$ cat config.mk
export PLATFORM = sky130hd
export DESIGN_NAME = monitor_debug_command_port
export DESIGN_NICKNAME = d
export VERILOG_FILES = /design/src/pkg/monitor_pkg.sv /design/src/verilog/monitor_debug_command_port.sv
export SDC_FILE = /design/constraint.sdc
export NUM_CORES = 1
export LEC_CHECK = 0
export ABC_AREA = 0
export BUFFER_PORTS_ARGS = -buffer_cell sky130_fd_sc_hd__buf_2
export CELL_PAD_IN_SITES_DETAIL_PLACEMENT = 1
export CELL_PAD_IN_SITES_GLOBAL_PLACEMENT = 2
export CORE_ASPECT_RATIO = 1.1
export CORE_MARGIN = 2
export CORE_UTILIZATION = 36
export CTS_BUF_LIST = sky130_fd_sc_hd__clkbuf_8
export DETAILED_ROUTE_END_ITERATION = 6
export PLACE_DENSITY_LB_ADDON = 0.05
export SLEW_MARGIN = 20
export SYNTH_ARGS = -nofsm -noshare
export SYNTH_HDL_FRONTEND = slang
export SYNTH_SLANG_ARGS = --single-unit
$ cat constraint.sdc
create_clock -name mclk -period 2.95 [get_ports mclk]
set_input_delay 0.59 -clock mclk [delete_from_list [all_inputs] [get_ports mclk]]
set_output_delay 0.59 -clock mclk [all_outputs]
set_load 0.05 [all_outputs]
$ cat src/pkg/monitor_pkg.sv
// Constants, states and carriers for the monitor command port.
// Assumes a single 200 MHz mclk; bit timing is counted in baud ticks.
package monitor_pkg;

  // Baud divisors: bus clock over these figures
  localparam int unsigned DIV_EXT_DEF = 256;
  localparam int unsigned DIV_INT_DEF = 335;
  localparam int unsigned DIV_W       = 9;

  // Bit-time counts
  localparam logic [3:0] GAP_BITS   = 4'h2;
  localparam logic [3:0] TX_BITS    = 4'hC;
  localparam logic [3:0] RX_LAST    = 4'h9;
  localparam logic [3:0] WAIT_BITS  = 4'hB;

  // Security
  localparam logic [3:0]  SEC_BYTES     = 4'h8;
  localparam logic [15:0] SEC_FLAG_ADDR = 16'h0080;
  localparam int unsigned SEC_FLAG_BIT  = 6;
  localparam logic [7:0]  SEC_FLAG_SET  = 8'h40;

  // Stacked frame, upward from the stack pointer
  localparam logic [15:0] FRM_IDX_HI = 16'h0001;
  localparam logic [15:0] FRM_CCR    = 16'h0002;
  localparam logic [15:0] FRM_ACC    = 16'h0003;
  localparam logic [15:0] FRM_IDX_LO = 16'h0004;
  localparam logic [15:0] FRM_PC_HI  = 16'h0005;
  localparam logic [15:0] FRM_PC_LO  = 16'h0006;

  typedef enum logic [3:0] {
    S_TRAP     = 4'h0,
    S_PUSH     = 4'h1,
    S_SEC_RX   = 4'h2,
    S_SEC_ECHO = 4'h3,
    S_BRK_TX   = 4'h4,
    S_CMD_RX   = 4'h5,
    S_ECHO     = 4'h6,
    S_OPD_RX   = 4'h7,
    S_WAIT     = 4'h8,
    S_MEM      = 4'h9,
    S_DATA_TX  = 4'hA,
    S_BRK_RESP = 4'hB,
    S_POP      = 4'hC,
    S_RETURN   = 4'hD,
    S_RUN      = 4'hE
  } state_t;

  typedef struct packed {
    logic        we;
    logic [15:0] addr;
    logic [7:0]  wdata;
  } mem_req_t;

  typedef struct packed {
    logic software_trap_instr;
    logic push_index_high_instr;
    logic pop_index_high_instr;
    logic return_from_trap_instr;
  } cpu_seq_t;

endpackage : monitor_pkg

$ cat src/verilog/monitor_debug_command_port.sv
// Monitor command interpreter on a single-wire half-duplex serial pin.
// Assumes an external pullup on the pin and a memory port answering
// mem_valid with a one-cycle mem_ready carrying read data.
// Contract
// - Echo every received byte to host
// - Wait eleven bits; break cancels command
// - Two-bit gap before echo and data
// - Read data follows last command echo
// - Indexed commands step consecutive addresses
// - Entry: software trap, then push index high
// - Resume: pop index high, then return
// - Stack query returns pointer plus one
// - Frame: XH, CCR, A, XL, PCH, PCL
// - After power-on, compare eight security bytes
// - Match unlocks flash until power-on reset
// - Mismatch: no flash reads, fetch resets; read commands are issued without checking unlock_q
// - Ready break only after eight bytes
// - RAM 0x80 bit 6 shows match
// - Retry by power-on reset or erase
// - Break: drive high two bits, echo
// - NRZ, same baud both directions
// - Baud is bus over 256 or 335
`timescale 1ns/1ps
module monitor_debug_command_port #(
  parameter int unsigned DIV_EXT    = monitor_pkg::DIV_EXT_DEF,
  parameter int unsigned DIV_INT    = monitor_pkg::DIV_INT_DEF,
  parameter logic [7:0]  OP_READ    = 8'h01,
  parameter logic [7:0]  OP_WRITE   = 8'h02,
  parameter logic [7:0]  OP_IFETCH  = 8'h03,
  parameter logic [7:0]  OP_ISTORE  = 8'h04,
  parameter logic [7:0]  OP_SPQUERY = 8'h05,
  parameter logic [7:0]  OP_RUN     = 8'h06
) (
  // Clock and resets
  input  wire logic                  mclk,
  input  wire logic                  reset,
  input  wire logic                  por,
  // Clock source
  input  wire logic                  int_osc_mode,
  // Monitor serial pin
  input  wire logic                  monitor_serial_pin_in,
  output logic                       monitor_serial_pin_out,
  output logic                       monitor_serial_pin_oe_n,
  // Security
  input  wire logic [63:0]           flash_code,
  input  wire logic                  flash_fetch,
  output logic                       flash_unlocked,
  output logic                       illegal_addr_reset,
  // CPU
  input  wire logic [15:0]           stack_ptr,
  output monitor_pkg::cpu_seq_t      cpu_seq,
  // Memory
  output logic                       mem_valid,
  output monitor_pkg::mem_req_t      mem_req,
  input  wire logic                  mem_ready,
  input  wire logic [7:0]            mem_rdata
);

  localparam int unsigned W = monitor_pkg::DIV_W;

  if (DIV_EXT < 4 || DIV_EXT > 511 || DIV_INT < 4 || DIV_INT > 511)
  begin : g_div_check
    $error("Baud divisor out of range 4..511");
  end

  monitor_pkg::state_t   state_q, state_d;
  monitor_pkg::mem_req_t mem_req_q, mem_req_d;
  monitor_pkg::cpu_seq_t cpu_seq_q, cpu_seq_d;
  logic [W-1:0]  div_q, div_d, rx_cnt_q, rx_cnt_d;
  logic [11:0]   tx_sh_q, tx_sh_d;
  logic [3:0]    tx_cnt_q, tx_cnt_d, rx_bit_q, rx_bit_d;
  logic [9:0]    rx_sh_q, rx_sh_d;
  logic          rx_act_q, rx_act_d, rx_arm_q, rx_arm_d;
  logic [3:0]    sec_cnt_q, sec_cnt_d, wait_q, wait_d;
  logic          sec_bad_q, sec_bad_d, sec_wr_q, sec_wr_d;
  logic          sec_done_q, sec_done_d, unlock_q, unlock_d;
  logic [7:0]    op_q, op_d, out_lo_q, out_lo_d;
  logic [23:0]   opnd_q, opnd_d;
  logic [1:0]    left_q, left_d;
  logic          more_q, more_d, mem_valid_q, mem_valid_d;
  logic [15:0]   ptr_q, ptr_d;
  logic          illegal_q, illegal_d;

  logic [W-1:0]  div_m1;
  logic          bit_tick, tx_done, rx_done, rx_ok, rx_brk;
  logic [9:0]    rx_frame;
  logic          tx_go;
  logic [11:0]   tx_frame;
  logic [15:0]   sp_plus;

  // Idle high gap, start, data LSB first, stop
  function automatic logic [11:0] byte_frame(input logic [7:0] b);
    byte_frame = {1'b1, b, 1'b0, 2'b11};
  endfunction : byte_frame

  // Two high bit times, then ten low bits
  localparam logic [11:0] BRK_FRAME = {10'h000, 2'b11};

  assign div_m1 = int_osc_mode ? W'(DIV_INT - 1) : W'(DIV_EXT - 1);

  always_comb
  begin
    state_d     = state_q;
    mem_req_d   = mem_req_q;
    cpu_seq_d   = '0;
    rx_cnt_d    = rx_cnt_q;
    rx_bit_d    = rx_bit_q;
    rx_sh_d     = rx_sh_q;
    rx_act_d    = rx_act_q;
    rx_arm_d    = rx_arm_q;
    sec_cnt_d   = sec_cnt_q;
    sec_bad_d   = sec_bad_q;
    sec_wr_d    = sec_wr_q;
    sec_done_d  = sec_done_q;
    unlock_d    = unlock_q;
    wait_d      = wait_q;
    op_d        = op_q;
    out_lo_d    = out_lo_q;
    opnd_d      = opnd_q;
    left_d      = left_q;
    more_d      = more_q;
    mem_valid_d = mem_valid_q;
    ptr_d       = ptr_q;
    tx_go       = 1'b0;
    tx_frame    = BRK_FRAME;
    illegal_d   = flash_fetch & ~unlock_q;
    sp_plus     = stack_ptr + monitor_pkg::FRM_IDX_HI;

    // Shared bit clock for transmit and the post-command wait
    bit_tick = (div_q == div_m1);
    div_d    = bit_tick ? '0 : div_q + W'(1);

    // Transmitter shifts one bit per tick, pin released after
    tx_sh_d  = tx_sh_q;
    tx_cnt_d = tx_cnt_q;
    tx_done  = 1'b0;
    if (tx_cnt_q != 4'h0 && bit_tick)
    begin
      tx_sh_d  = {1'b1, tx_sh_q[11:1]};
      tx_cnt_d = tx_cnt_q - 4'h1;
      tx_done  = (tx_cnt_q == 4'h1);
    end

    // Receiver: mid-bit sampling, same divisor as transmit
    rx_frame = {monitor_serial_pin_in, rx_sh_q[9:1]};
    rx_done  = 1'b0;
    if (tx_cnt_q != 4'h0)
    begin
      rx_act_d = 1'b0;
      rx_arm_d = 1'b0;
    end
    else if (!rx_act_q)
    begin
      if (monitor_serial_pin_in)
        rx_arm_d = 1'b1;
      else if (rx_arm_q)
      begin
        rx_act_d = 1'b1;
        rx_cnt_d = div_m1 >> 1;
        rx_bit_d = 4'h0;
      end
    end
    else if (rx_cnt_q == '0)
    begin
      rx_sh_d  = rx_frame;
      rx_cnt_d = div_m1;
      rx_bit_d = rx_bit_q + 4'h1;
      if (rx_bit_q == monitor_pkg::RX_LAST)
      begin
        rx_done  = 1'b1;
        rx_act_d = 1'b0;
        rx_arm_d = 1'b0;
      end
    end
    else
      rx_cnt_d = rx_cnt_q - W'(1);
    rx_brk = rx_done && (rx_frame == 10'h000);
    rx_ok  = rx_done && rx_frame[9] && !rx_frame[0];

    case (state_q)
      monitor_pkg::S_TRAP:
      begin
        cpu_seq_d.software_trap_instr = 1'b1;
        state_d = monitor_pkg::S_PUSH;
      end
      monitor_pkg::S_PUSH:
      begin
        cpu_seq_d.push_index_high_instr = 1'b1;
        if (sec_done_q)
        begin
          tx_go   = 1'b1;
          state_d = monitor_pkg::S_BRK_TX;
        end
        else
          state_d = monitor_pkg::S_SEC_RX;
      end
      monitor_pkg::S_SEC_RX:
        if (rx_ok)
        begin
          if (rx_frame[8:1] != flash_code[sec_cnt_q[2:0]*8 +: 8])
            sec_bad_d = 1'b1;
          tx_go    = 1'b1;
          tx_frame = byte_frame(rx_frame[8:1]);
          state_d  = monitor_pkg::S_SEC_ECHO;
        end
      monitor_pkg::S_SEC_ECHO:
        if (tx_done)
        begin
          sec_cnt_d = sec_cnt_q + 4'h1;
          if (sec_cnt_q == monitor_pkg::SEC_BYTES - 4'h1)
          begin
            sec_done_d  = 1'b1;
            unlock_d    = ~sec_bad_q;
            sec_wr_d    = 1'b1;
            mem_valid_d = 1'b1;
            mem_req_d   = '{we: 1'b1, addr: monitor_pkg::SEC_FLAG_ADDR,
                            wdata: sec_bad_q ? 8'h00 : monitor_pkg::SEC_FLAG_SET};
            state_d     = monitor_pkg::S_MEM;
          end
          else
            state_d = monitor_pkg::S_SEC_RX;
        end
      monitor_pkg::S_BRK_TX, monitor_pkg::S_BRK_RESP:
        if (tx_done)
          state_d = monitor_pkg::S_CMD_RX;
      monitor_pkg::S_CMD_RX, monitor_pkg::S_OPD_RX:
        if (rx_brk)
        begin
          tx_go   = 1'b1;
          state_d = monitor_pkg::S_BRK_RESP;
        end
        else if (rx_ok)
        begin
          tx_go    = 1'b1;
          tx_frame = byte_frame(rx_frame[8:1]);
          state_d  = monitor_pkg::S_ECHO;
          if (state_q == monitor_pkg::S_CMD_RX)
          begin
            op_d = rx_frame[8:1];
            if (rx_frame[8:1] == OP_WRITE)
              left_d = 2'h3;
            else if (rx_frame[8:1] == OP_READ)
              left_d = 2'h2;
            else if (rx_frame[8:1] == OP_ISTORE)
              left_d = 2'h1;
            else
              left_d = 2'h0;
          end
          else
          begin
            opnd_d = {opnd_q[15:0], rx_frame[8:1]};
            left_d = left_q - 2'h1;
          end
        end
      monitor_pkg::S_ECHO:
        if (tx_done)
        begin
          if (left_q != 2'h0)
            state_d = monitor_pkg::S_OPD_RX;
          else
          begin
            div_d   = '0;
            wait_d  = 4'h0;
            state_d = monitor_pkg::S_WAIT;
          end
        end
      monitor_pkg::S_WAIT:
        if (rx_brk)
        begin
          tx_go   = 1'b1;
          state_d = monitor_pkg::S_BRK_RESP;
        end
        else if (bit_tick)
        begin
          wait_d = wait_q + 4'h1;
          if (wait_q == monitor_pkg::WAIT_BITS - 4'h1)
          begin
            state_d     = monitor_pkg::S_MEM;
            mem_valid_d = 1'b1;
            if (op_q == OP_READ)
              mem_req_d = '{we: 1'b0, addr: opnd_q[15:0], wdata: 8'h00};
            else if (op_q == OP_WRITE)
              mem_req_d = '{we: 1'b1, addr: opnd_q[23:8], wdata: opnd_q[7:0]};
            else if (op_q == OP_IFETCH)
              mem_req_d = '{we: 1'b0, addr: ptr_q, wdata: 8'h00};
            else if (op_q == OP_ISTORE)
              mem_req_d = '{we: 1'b1, addr: ptr_q, wdata: opnd_q[7:0]};
            else
            begin
              mem_valid_d = 1'b0;
              if (op_q == OP_SPQUERY)
              begin
                tx_go    = 1'b1;
                tx_frame = byte_frame(sp_plus[15:8]);
                out_lo_d = sp_plus[7:0];
                more_d   = 1'b1;
                state_d  = monitor_pkg::S_DATA_TX;
              end
              else if (op_q == OP_RUN)
                state_d = monitor_pkg::S_POP;
              else
                state_d = monitor_pkg::S_CMD_RX;
            end
          end
        end
      monitor_pkg::S_MEM:
        if (mem_ready)
        begin
          mem_valid_d = 1'b0;
          if (sec_wr_q)
          begin
            sec_wr_d = 1'b0;
            tx_go    = 1'b1;
            state_d  = monitor_pkg::S_BRK_TX;
          end
          else
          begin
            ptr_d = mem_req_q.addr + 16'h0001;
            if (!mem_req_q.we)
            begin
              tx_go    = 1'b1;
              tx_frame = byte_frame(mem_rdata);
              more_d   = 1'b0;
              state_d  = monitor_pkg::S_DATA_TX;
            end
            else
              state_d = monitor_pkg::S_CMD_RX;
          end
        end
      monitor_pkg::S_DATA_TX:
        if (tx_done)
        begin
          if (more_q)
          begin
            tx_go    = 1'b1;
            tx_frame = byte_frame(out_lo_q);
            more_d   = 1'b0;
          end
          else
            state_d = monitor_pkg::S_CMD_RX;
        end
      monitor_pkg::S_POP:
      begin
        cpu_seq_d.pop_index_high_instr = 1'b1;
        state_d = monitor_pkg::S_RETURN;
      end
      monitor_pkg::S_RETURN:
      begin
        cpu_seq_d.return_from_trap_instr = 1'b1;
        state_d = monitor_pkg::S_RUN;
      end
      default:
        state_d = state_q;
    endcase

    // New frame restarts the bit clock so the gap is exact
    if (tx_go)
    begin
      tx_sh_d  = tx_frame;
      tx_cnt_d = monitor_pkg::TX_BITS;
      div_d    = '0;
    end
  end

  // Unlock survives every reset but power-on
  always_ff @(posedge mclk)
  begin
    if (por)
    begin
      sec_done_q <= 1'b0;
      unlock_q   <= 1'b0;
    end
    else
    begin
      sec_done_q <= sec_done_d;
      unlock_q   <= unlock_d;
    end
  end

  always_ff @(posedge mclk)
  begin
    if (reset || por)
    begin
      state_q     <= monitor_pkg::S_TRAP;
      mem_req_q   <= '0;
      cpu_seq_q   <= '0;
      div_q       <= '0;
      tx_sh_q     <= 12'hFFF;
      tx_cnt_q    <= 4'h0;
      rx_cnt_q    <= '0;
      rx_bit_q    <= 4'h0;
      rx_sh_q     <= 10'h000;
      rx_act_q    <= 1'b0;
      rx_arm_q    <= 1'b0;
      sec_cnt_q   <= 4'h0;
      sec_bad_q   <= 1'b0;
      sec_wr_q    <= 1'b0;
      wait_q      <= 4'h0;
      op_q        <= 8'h00;
      out_lo_q    <= 8'h00;
      opnd_q      <= 24'h000000;
      left_q      <= 2'h0;
      more_q      <= 1'b0;
      mem_valid_q <= 1'b0;
      ptr_q       <= 16'h0000;
      illegal_q   <= 1'b0;
    end
    else
    begin
      state_q     <= state_d;
      mem_req_q   <= mem_req_d;
      cpu_seq_q   <= cpu_seq_d;
      div_q       <= div_d;
      tx_sh_q     <= tx_sh_d;
      tx_cnt_q    <= tx_cnt_d;
      rx_cnt_q    <= rx_cnt_d;
      rx_bit_q    <= rx_bit_d;
      rx_sh_q     <= rx_sh_d;
      rx_act_q    <= rx_act_d;
      rx_arm_q    <= rx_arm_d;
      sec_cnt_q   <= sec_cnt_d;
      sec_bad_q   <= sec_bad_d;
      sec_wr_q    <= sec_wr_d;
      wait_q      <= wait_d;
      op_q        <= op_d;
      out_lo_q    <= out_lo_d;
      opnd_q      <= opnd_d;
      left_q      <= left_d;
      more_q      <= more_d;
      mem_valid_q <= mem_valid_d;
      ptr_q       <= ptr_d;
      illegal_q   <= illegal_d;
    end
  end

  assign monitor_serial_pin_out  = tx_sh_q[0];
  assign monitor_serial_pin_oe_n = (tx_cnt_q == 4'h0);
  assign flash_unlocked          = unlock_q;
  assign illegal_addr_reset      = illegal_q;
  assign cpu_seq                 = cpu_seq_q;
  assign mem_valid               = mem_valid_q;
  assign mem_req                 = mem_req_q;

endmodule : monitor_debug_command_port

**Word-level counts from Yosys, hierarchy flattened**

Index checks and enable logic that the tools add are counted.

- $add $sub $neg: 9
- Divide/modulo/power cells: 0
- Reductions and logical operators: 43
- Shifts and indexed selects: 1
- Mux-type cells: 137
- $lt $le $gt $ge: 0
- Equal/unequal tests: 54
- Bitwise operators: 11
- Multiply operators: 0

Operators with widths:

| cell | number |
|---|---|
| 25-bit 2-to-1 mux | 9 |
| 12-bit 2-to-1 mux | 17 |
| 4-bit 2-to-1 mux | 32 |
| 9-bit 2-to-1 mux | 9 |
| 64-bit by 7-bit variable part select with 8-bit output | 1 |
| 12-bit case mux with 5 select lines | 1 |
| 1-bit 2-to-1 mux | 57 |
| 25-bit case mux with 2 select lines | 1 |
| 4-bit case mux with 12 select lines | 1 |
| 2-bit != test (second input constant) | 19 |
| 16-bit by 1-bit adder with 16-bit output (second input constant) | 2 |
| 4-bit == test (second input constant) | 8 |
| 8-bit by 3-bit == test with 1-bit output (second input constant) | 4 |
| 8-bit by 2-bit == test with 1-bit output (second input constant) | 3 |
| 3-bit AND reduction | 7 |
| 4-bit by 3-bit == test with 1-bit output (second input constant) | 5 |
| 8-bit by 1-bit == test with 1-bit output (second input constant) | 2 |
| 4-bit AND reduction | 4 |
| 7-bit AND reduction | 2 |
| 2-bit nonzero test | 7 |
| 13-bit AND reduction | 1 |
| 4-bit by 1-bit adder with 4-bit output (second input constant) | 3 |
| 12-bit nonzero test | 1 |
| 11-bit AND reduction | 1 |
| 32 further kinds | 58 |

- Latch bits: 0
- Output and inout port bits: 34
- Bits of input ports: 95
- Memories kept: 0
- Memory bits (read-only): 0
- Logic and storage cells: 286
- Memory bits (writable): 0
- Flip-flop bits (word level): 156

**Longest topological paths before layout**

- Depth after elaboration: 11
- Mapped depth: 11
- Gate-level depth less buffers: 8

**Worst setup path after synthesis**

OpenSTA, ideal clock, no wires.

- Path kind: register -> register
- From: register tx_cnt_q[0]
- To: register mem_req_q, in the netlist mem_req[22]
- Path buffers: 1
- Setup slack: 373 ps
- Setup time: 117 ps
- Data arrival time: 2460 ps
- Cell stages (with the launch flop): 9
- Period minus slack after synthesis: 2577 ps
- Required time: 2833 ps
- Path through: dfxtp_1 inv_1 ha_1 nor4b_1 o211ai_1 o32ai_2 a21oi_2 buf_4 a22o_1

- Word-level cells in the longest chain between the ends: 5
- Elaborated cells between the ends (all ways): 9
- Classes of those cells: eq/ne: 3; mux: 2; reduce/logical: 4

Ends and longest elaborated chain:

| item | RTL line | text |
|---|---|---|
| from (decl) | monitor_debug_command_port.sv:71 | `logic [3:0] tx_cnt_q, tx_cnt_d, rx_bit_q, rx_bit_d;` |
| from (signal assigned) | monitor_debug_command_port.sv:415 | `tx_cnt_q <= tx_cnt_d;` |
| 4-bit nonzero test | monitor_debug_command_port.sv:137, monitor_debug_command_port.sv:147 |  |
| 1-bit 2-to-1 mux or 1-bit logical AND (tied branches) | monitor_debug_command_port.sv:147, monitor_debug_command_port.sv:137 |  |
| 1-bit logical AND or 1-bit 2-to-1 mux (tied branches) | monitor_debug_command_port.sv:177, monitor_debug_command_port.sv:137 |  |
| 2-bit != test (no source line) | -- |  |
| 7-bit AND reduction (no source line) * | -- |  |
| to (signal assigned) | monitor_debug_command_port.sv:411 | `mem_req_q <= mem_req_d;` |
| to (decl) | monitor_debug_command_port.sv:67 | `monitor_pkg::mem_req_t mem_req_q, mem_req_d;` |

Every way passes the cells marked *; elsewhere a longest branch is shown, timed or not.
A chain may end at the register's enable or synchronous reset.

**Final worst setup path**

- From: register op_q[3]
- To: register out_lo_q[4]

- Word-level cells in the longest chain between the ends: 3
- Elaborated cells between the ends (all ways): 10
- Classes of those cells: eq/ne: 5; bitwise: 4; reduce/logical: 1

Ends and longest elaborated chain:

| item | RTL line | text |
|---|---|---|
| from (decl) | monitor_debug_command_port.sv:77 | `logic [7:0] op_q, op_d, out_lo_q, out_lo_d;` |
| from (signal assigned) | monitor_debug_command_port.sv:425 | `op_q <= op_d;` |
| 8-bit by 3-bit == test with 1-bit output, or another cell as far along | monitor_debug_command_port.sv:286 | `else if (op_q == OP_ISTORE)` |
| 1-bit NOT (no source line) | -- |  |
| 9-bit AND reduction (no source line) * | -- |  |
| to (signal assigned) | monitor_debug_command_port.sv:426 | `out_lo_q <= out_lo_d;` |
| to (decl) | monitor_debug_command_port.sv:77 |  |

Marks and branches as above.

==> flow_summary.toml <==
[placement]
port-buffer-count = 128
gp_congestion = 0.798
dp.final_hpwl_mm = 21.1
postPlaceCellArea_sq_mm = 0.00978

[cells_and_area]
nNetsFinal = 1261
fillCellCount = 2844
postLayoutCellArea_sq_mm = 0.0102
layout-drive-gt1-share_pct = 22.1
diodes = 0
mostFrequentLayoutCells = "dfxtp_1, nand2_1, buf_2"
layout_commonest_cell = "dfxtp_1"
area_delta_synth_final_pct = 18.1

[cts]
path_clk_slew_ps = 110
clock_latency_ps = 480
clock_sinks = 155
tritoncts = "done"
numCtsBuffers = 17
ctsLongestPathBuffers = 2
h-tree-depth = 4
postCtsSetupRepairBufs = 0
root_buffer = "clkbuf_8"

[timing]
finalSetupTns_ps = 0
setup-violations-final = 0
hold_viol = 0
worst_slew_pin_slew_ps = 841
drv_slew = 0
relSlewSlack_pct = 43.4
rsz0062_at_grt = "no"
period_share_pct = 90.5
period_minus_slack_ps = 2670
max_freq_mhz = 374
fin_skew_ps = 22.2

[drt]
drt-wirelength-per-cell_um = 19.4
ant_nets = 0
firstDrtPassIters = 5
vias_per_cell = 5.55
vias = 8158
drtIter0Drc = 389
route.detailed.drc = 0
drt_wl_total_mm = 28.5

[power_and_ir_drop]
power.internal_uw = 2870
pwr-share-clk_pct = 40.8
seqPwrFrac_pct = 52.0
power.leakage_uw = 0.00380
power_density_mw_per_mm2 = 398
switching_share_pct = 29.2
power_frac_comb_pct = 7.2
ir_drop_uv = 227
p_sw_uw = 1180

[outcome]
outcome = "complete, no violations"

[worst_setup_path]
crit_path_end_kind = "register"
worstPathMaxFanout = 14
required_ps = 3280
crit_path_max_incr_delay_ps = 580
worstSetupPathType = "register to register"
slowest_stage = "or4_4"
path_cells = "or4_4, or4_4, a2111oi_4, and2_1, buf_4, mux2i_1, nor2_1"
arrival_ps = 3000
critPathLaunchType = "register"
cpMostUsedCell = "or4_4"

[synthesis]
avgSynthCellArea_sq_um = 8.48
ys_ff_latch = 155
yosys-top-cells-area = "dfxtp_1, mux2i_1, nand2_1, nor2_1, a21oi_1"
async_reset_ff_share_pct = 0
ys.flop_type = "dfxtp_1"
synth_edf_count = 0
syn_area_sq_mm = 0.00862
synth_top_area_share_pct = 36.0
synth_warnings = 0
netlist_instances = 1017
synth_fp_nets = 1126
yosys.area.top_type = "dfxtp_1"
yosysSeqAreaShare_pct = 36.0
yosys.cell_types.count = 78

[global_routing]
grt_util_all_layers_pct = 23.1
antenna_found_initial = 0
grt_pass1_wl_mm = 45.6
grt.overflow.total = 0
grt_max_degree = 59
met3_usage_pct = 4.37
groute.layer.met1.usage_pct = 31.5
top_usage_layer = "met2"
grt_pass1_vias = 8184
met2_usage_pct = 38.1

[die]
rows = 59
dieArea_sq_mm = 0.0252
ios = 129
start_util_pct = 36.5
die_x_um = 152
core_area_sq_mm = 0.0236
die_height_um = 166

[run]
drv_cap = 0

[hold_path]
hold_path_class = "primary input to register"
## final timing paths
kind,depth (start not counted),endpoint,start,slack [ps]
setup reg to reg,7,out_lo_q[4],op_q[3],280
hold reg to reg,2,opnd_q[22],opnd_q[22],450
setup / recovery,7,out_lo_q[4],op_q[3],280
hold / removal,2,sec_done_q,por,320
## synth_stat cells, types with 3 or more instances
master / count
mux4_2: 10
and3_1: 14
and4_1: 3
or3_1: 5
nor4_1: 10
mux2_2: 8
a311oi_1: 6
nor3_1: 16
ha_1: 14
a2bb2oi_1: 7
a221oi_1: 9
a221o_1: 5
and2_1: 7
o21ai_0: 50
a21o_1: 3
nand3_1: 27
nor2_1: 103
nand4_1: 26
or2_2: 3
a211oi_1: 17
buf_2: 9
nor3b_1: 5
nand3b_1: 4
mux2i_1: 64
xor2_1: 27
o211ai_1: 16
a22o_1: 18
a41oi_1: 3
nand2b_1: 9
o211a_1: 4
buf_1: 9
xnor2_1: 21
a21oi_1: 53
nand2_1: 131
nor4b_1: 6
dfxtp_1: 155
o22ai_1: 7
nor2b_1: 7
clkbuf_1: 46
a31oi_1: 5
inv_1: 21
or4_1: 6
o31ai_1: 3
## state kept, by name, indices dropped and copies added (netlist names), 8 cells and up
register,cells
ptr_q,16
rx_cnt_q,9
rx_sh_q,9
div_q,9
opnd_q,24
op_q,8
mem_req,25
tx_sh_q,12
out_lo_q,8
## stage by stage
| stage | total power [uW] | setup slack [ps] | std cells | hold WS, ps | util [%] |
|---|---|---|---|---|---|
| final | 4050 | 279 | 1470 | 316 | 43.1 |
| after global routing | 4240 | 79.1 | 1470 | 307 | 43.1 |
| after CTS | 4110 | 267 | 1470 | 301 | 43.1 |
| after detailed placement | 2450 | 31.5 | 1438 | 446 | 41.4 |
| after global placement | 2450 | 102 | 1438 | 439 | 41.4 |
| after floorplan | 2310 | 373 | 1017 | 432 | - |
## power groups by stage
stage	Sequential, uW	Clock (uW)	Combinational (uW)
after floorplan	2160	0	154
after global placement	2160	0	292
after detailed placement	2160	0	294
after CTS	2110	1700	295
after global routing	2110	1810	325
final	2110	1650	292
## metal layers
metal  part of all wire (%)  vias to the layer above
met5                      0                        -
met4                    1.0                        0
met3                    4.2                       26
met2                     48                      193
met1                     46                     3957
li1                       -                     3982
## cell families after synthesis
logic type,synth area share [%]
and+or+nand+nor,22.4
AOI/OAI and AO/OA,19.3
DFF,36.0
buffers and inverters,4.37
muxes,11.1
xor gates and xnor gates,4.88
adders and majority gates,2.03
## cell type report
cell class	count	area [sq um]	area share [%]
clock buffer	17	234	2.30
clock inverter	15	168	1.65
inverter	21	78.8	0.774
multi-input combinational	773	5160	50.6
sequential	155	3100	30.5
tap	305	382	3.75
timing repair buffer	184	1060	10.4
## worst max-delay path, delay by kind of cell (launching register included)
kind | cells | cell delay (ps)
flip-flops | 1 | 320
AO/OA/AOI/OAI | 1 | 380
AND/OR/NAND/NOR | 4 | 1380
multiplexers | 1 | 210
buffers and inverters | 1 | 230
## timing repair
action,4_1_cts,5_1_grt
hold buffers,0,0
endpoints found under the setup margin,0,7
gates resized for setup,0,1
(Power assumes the default switching activity.)
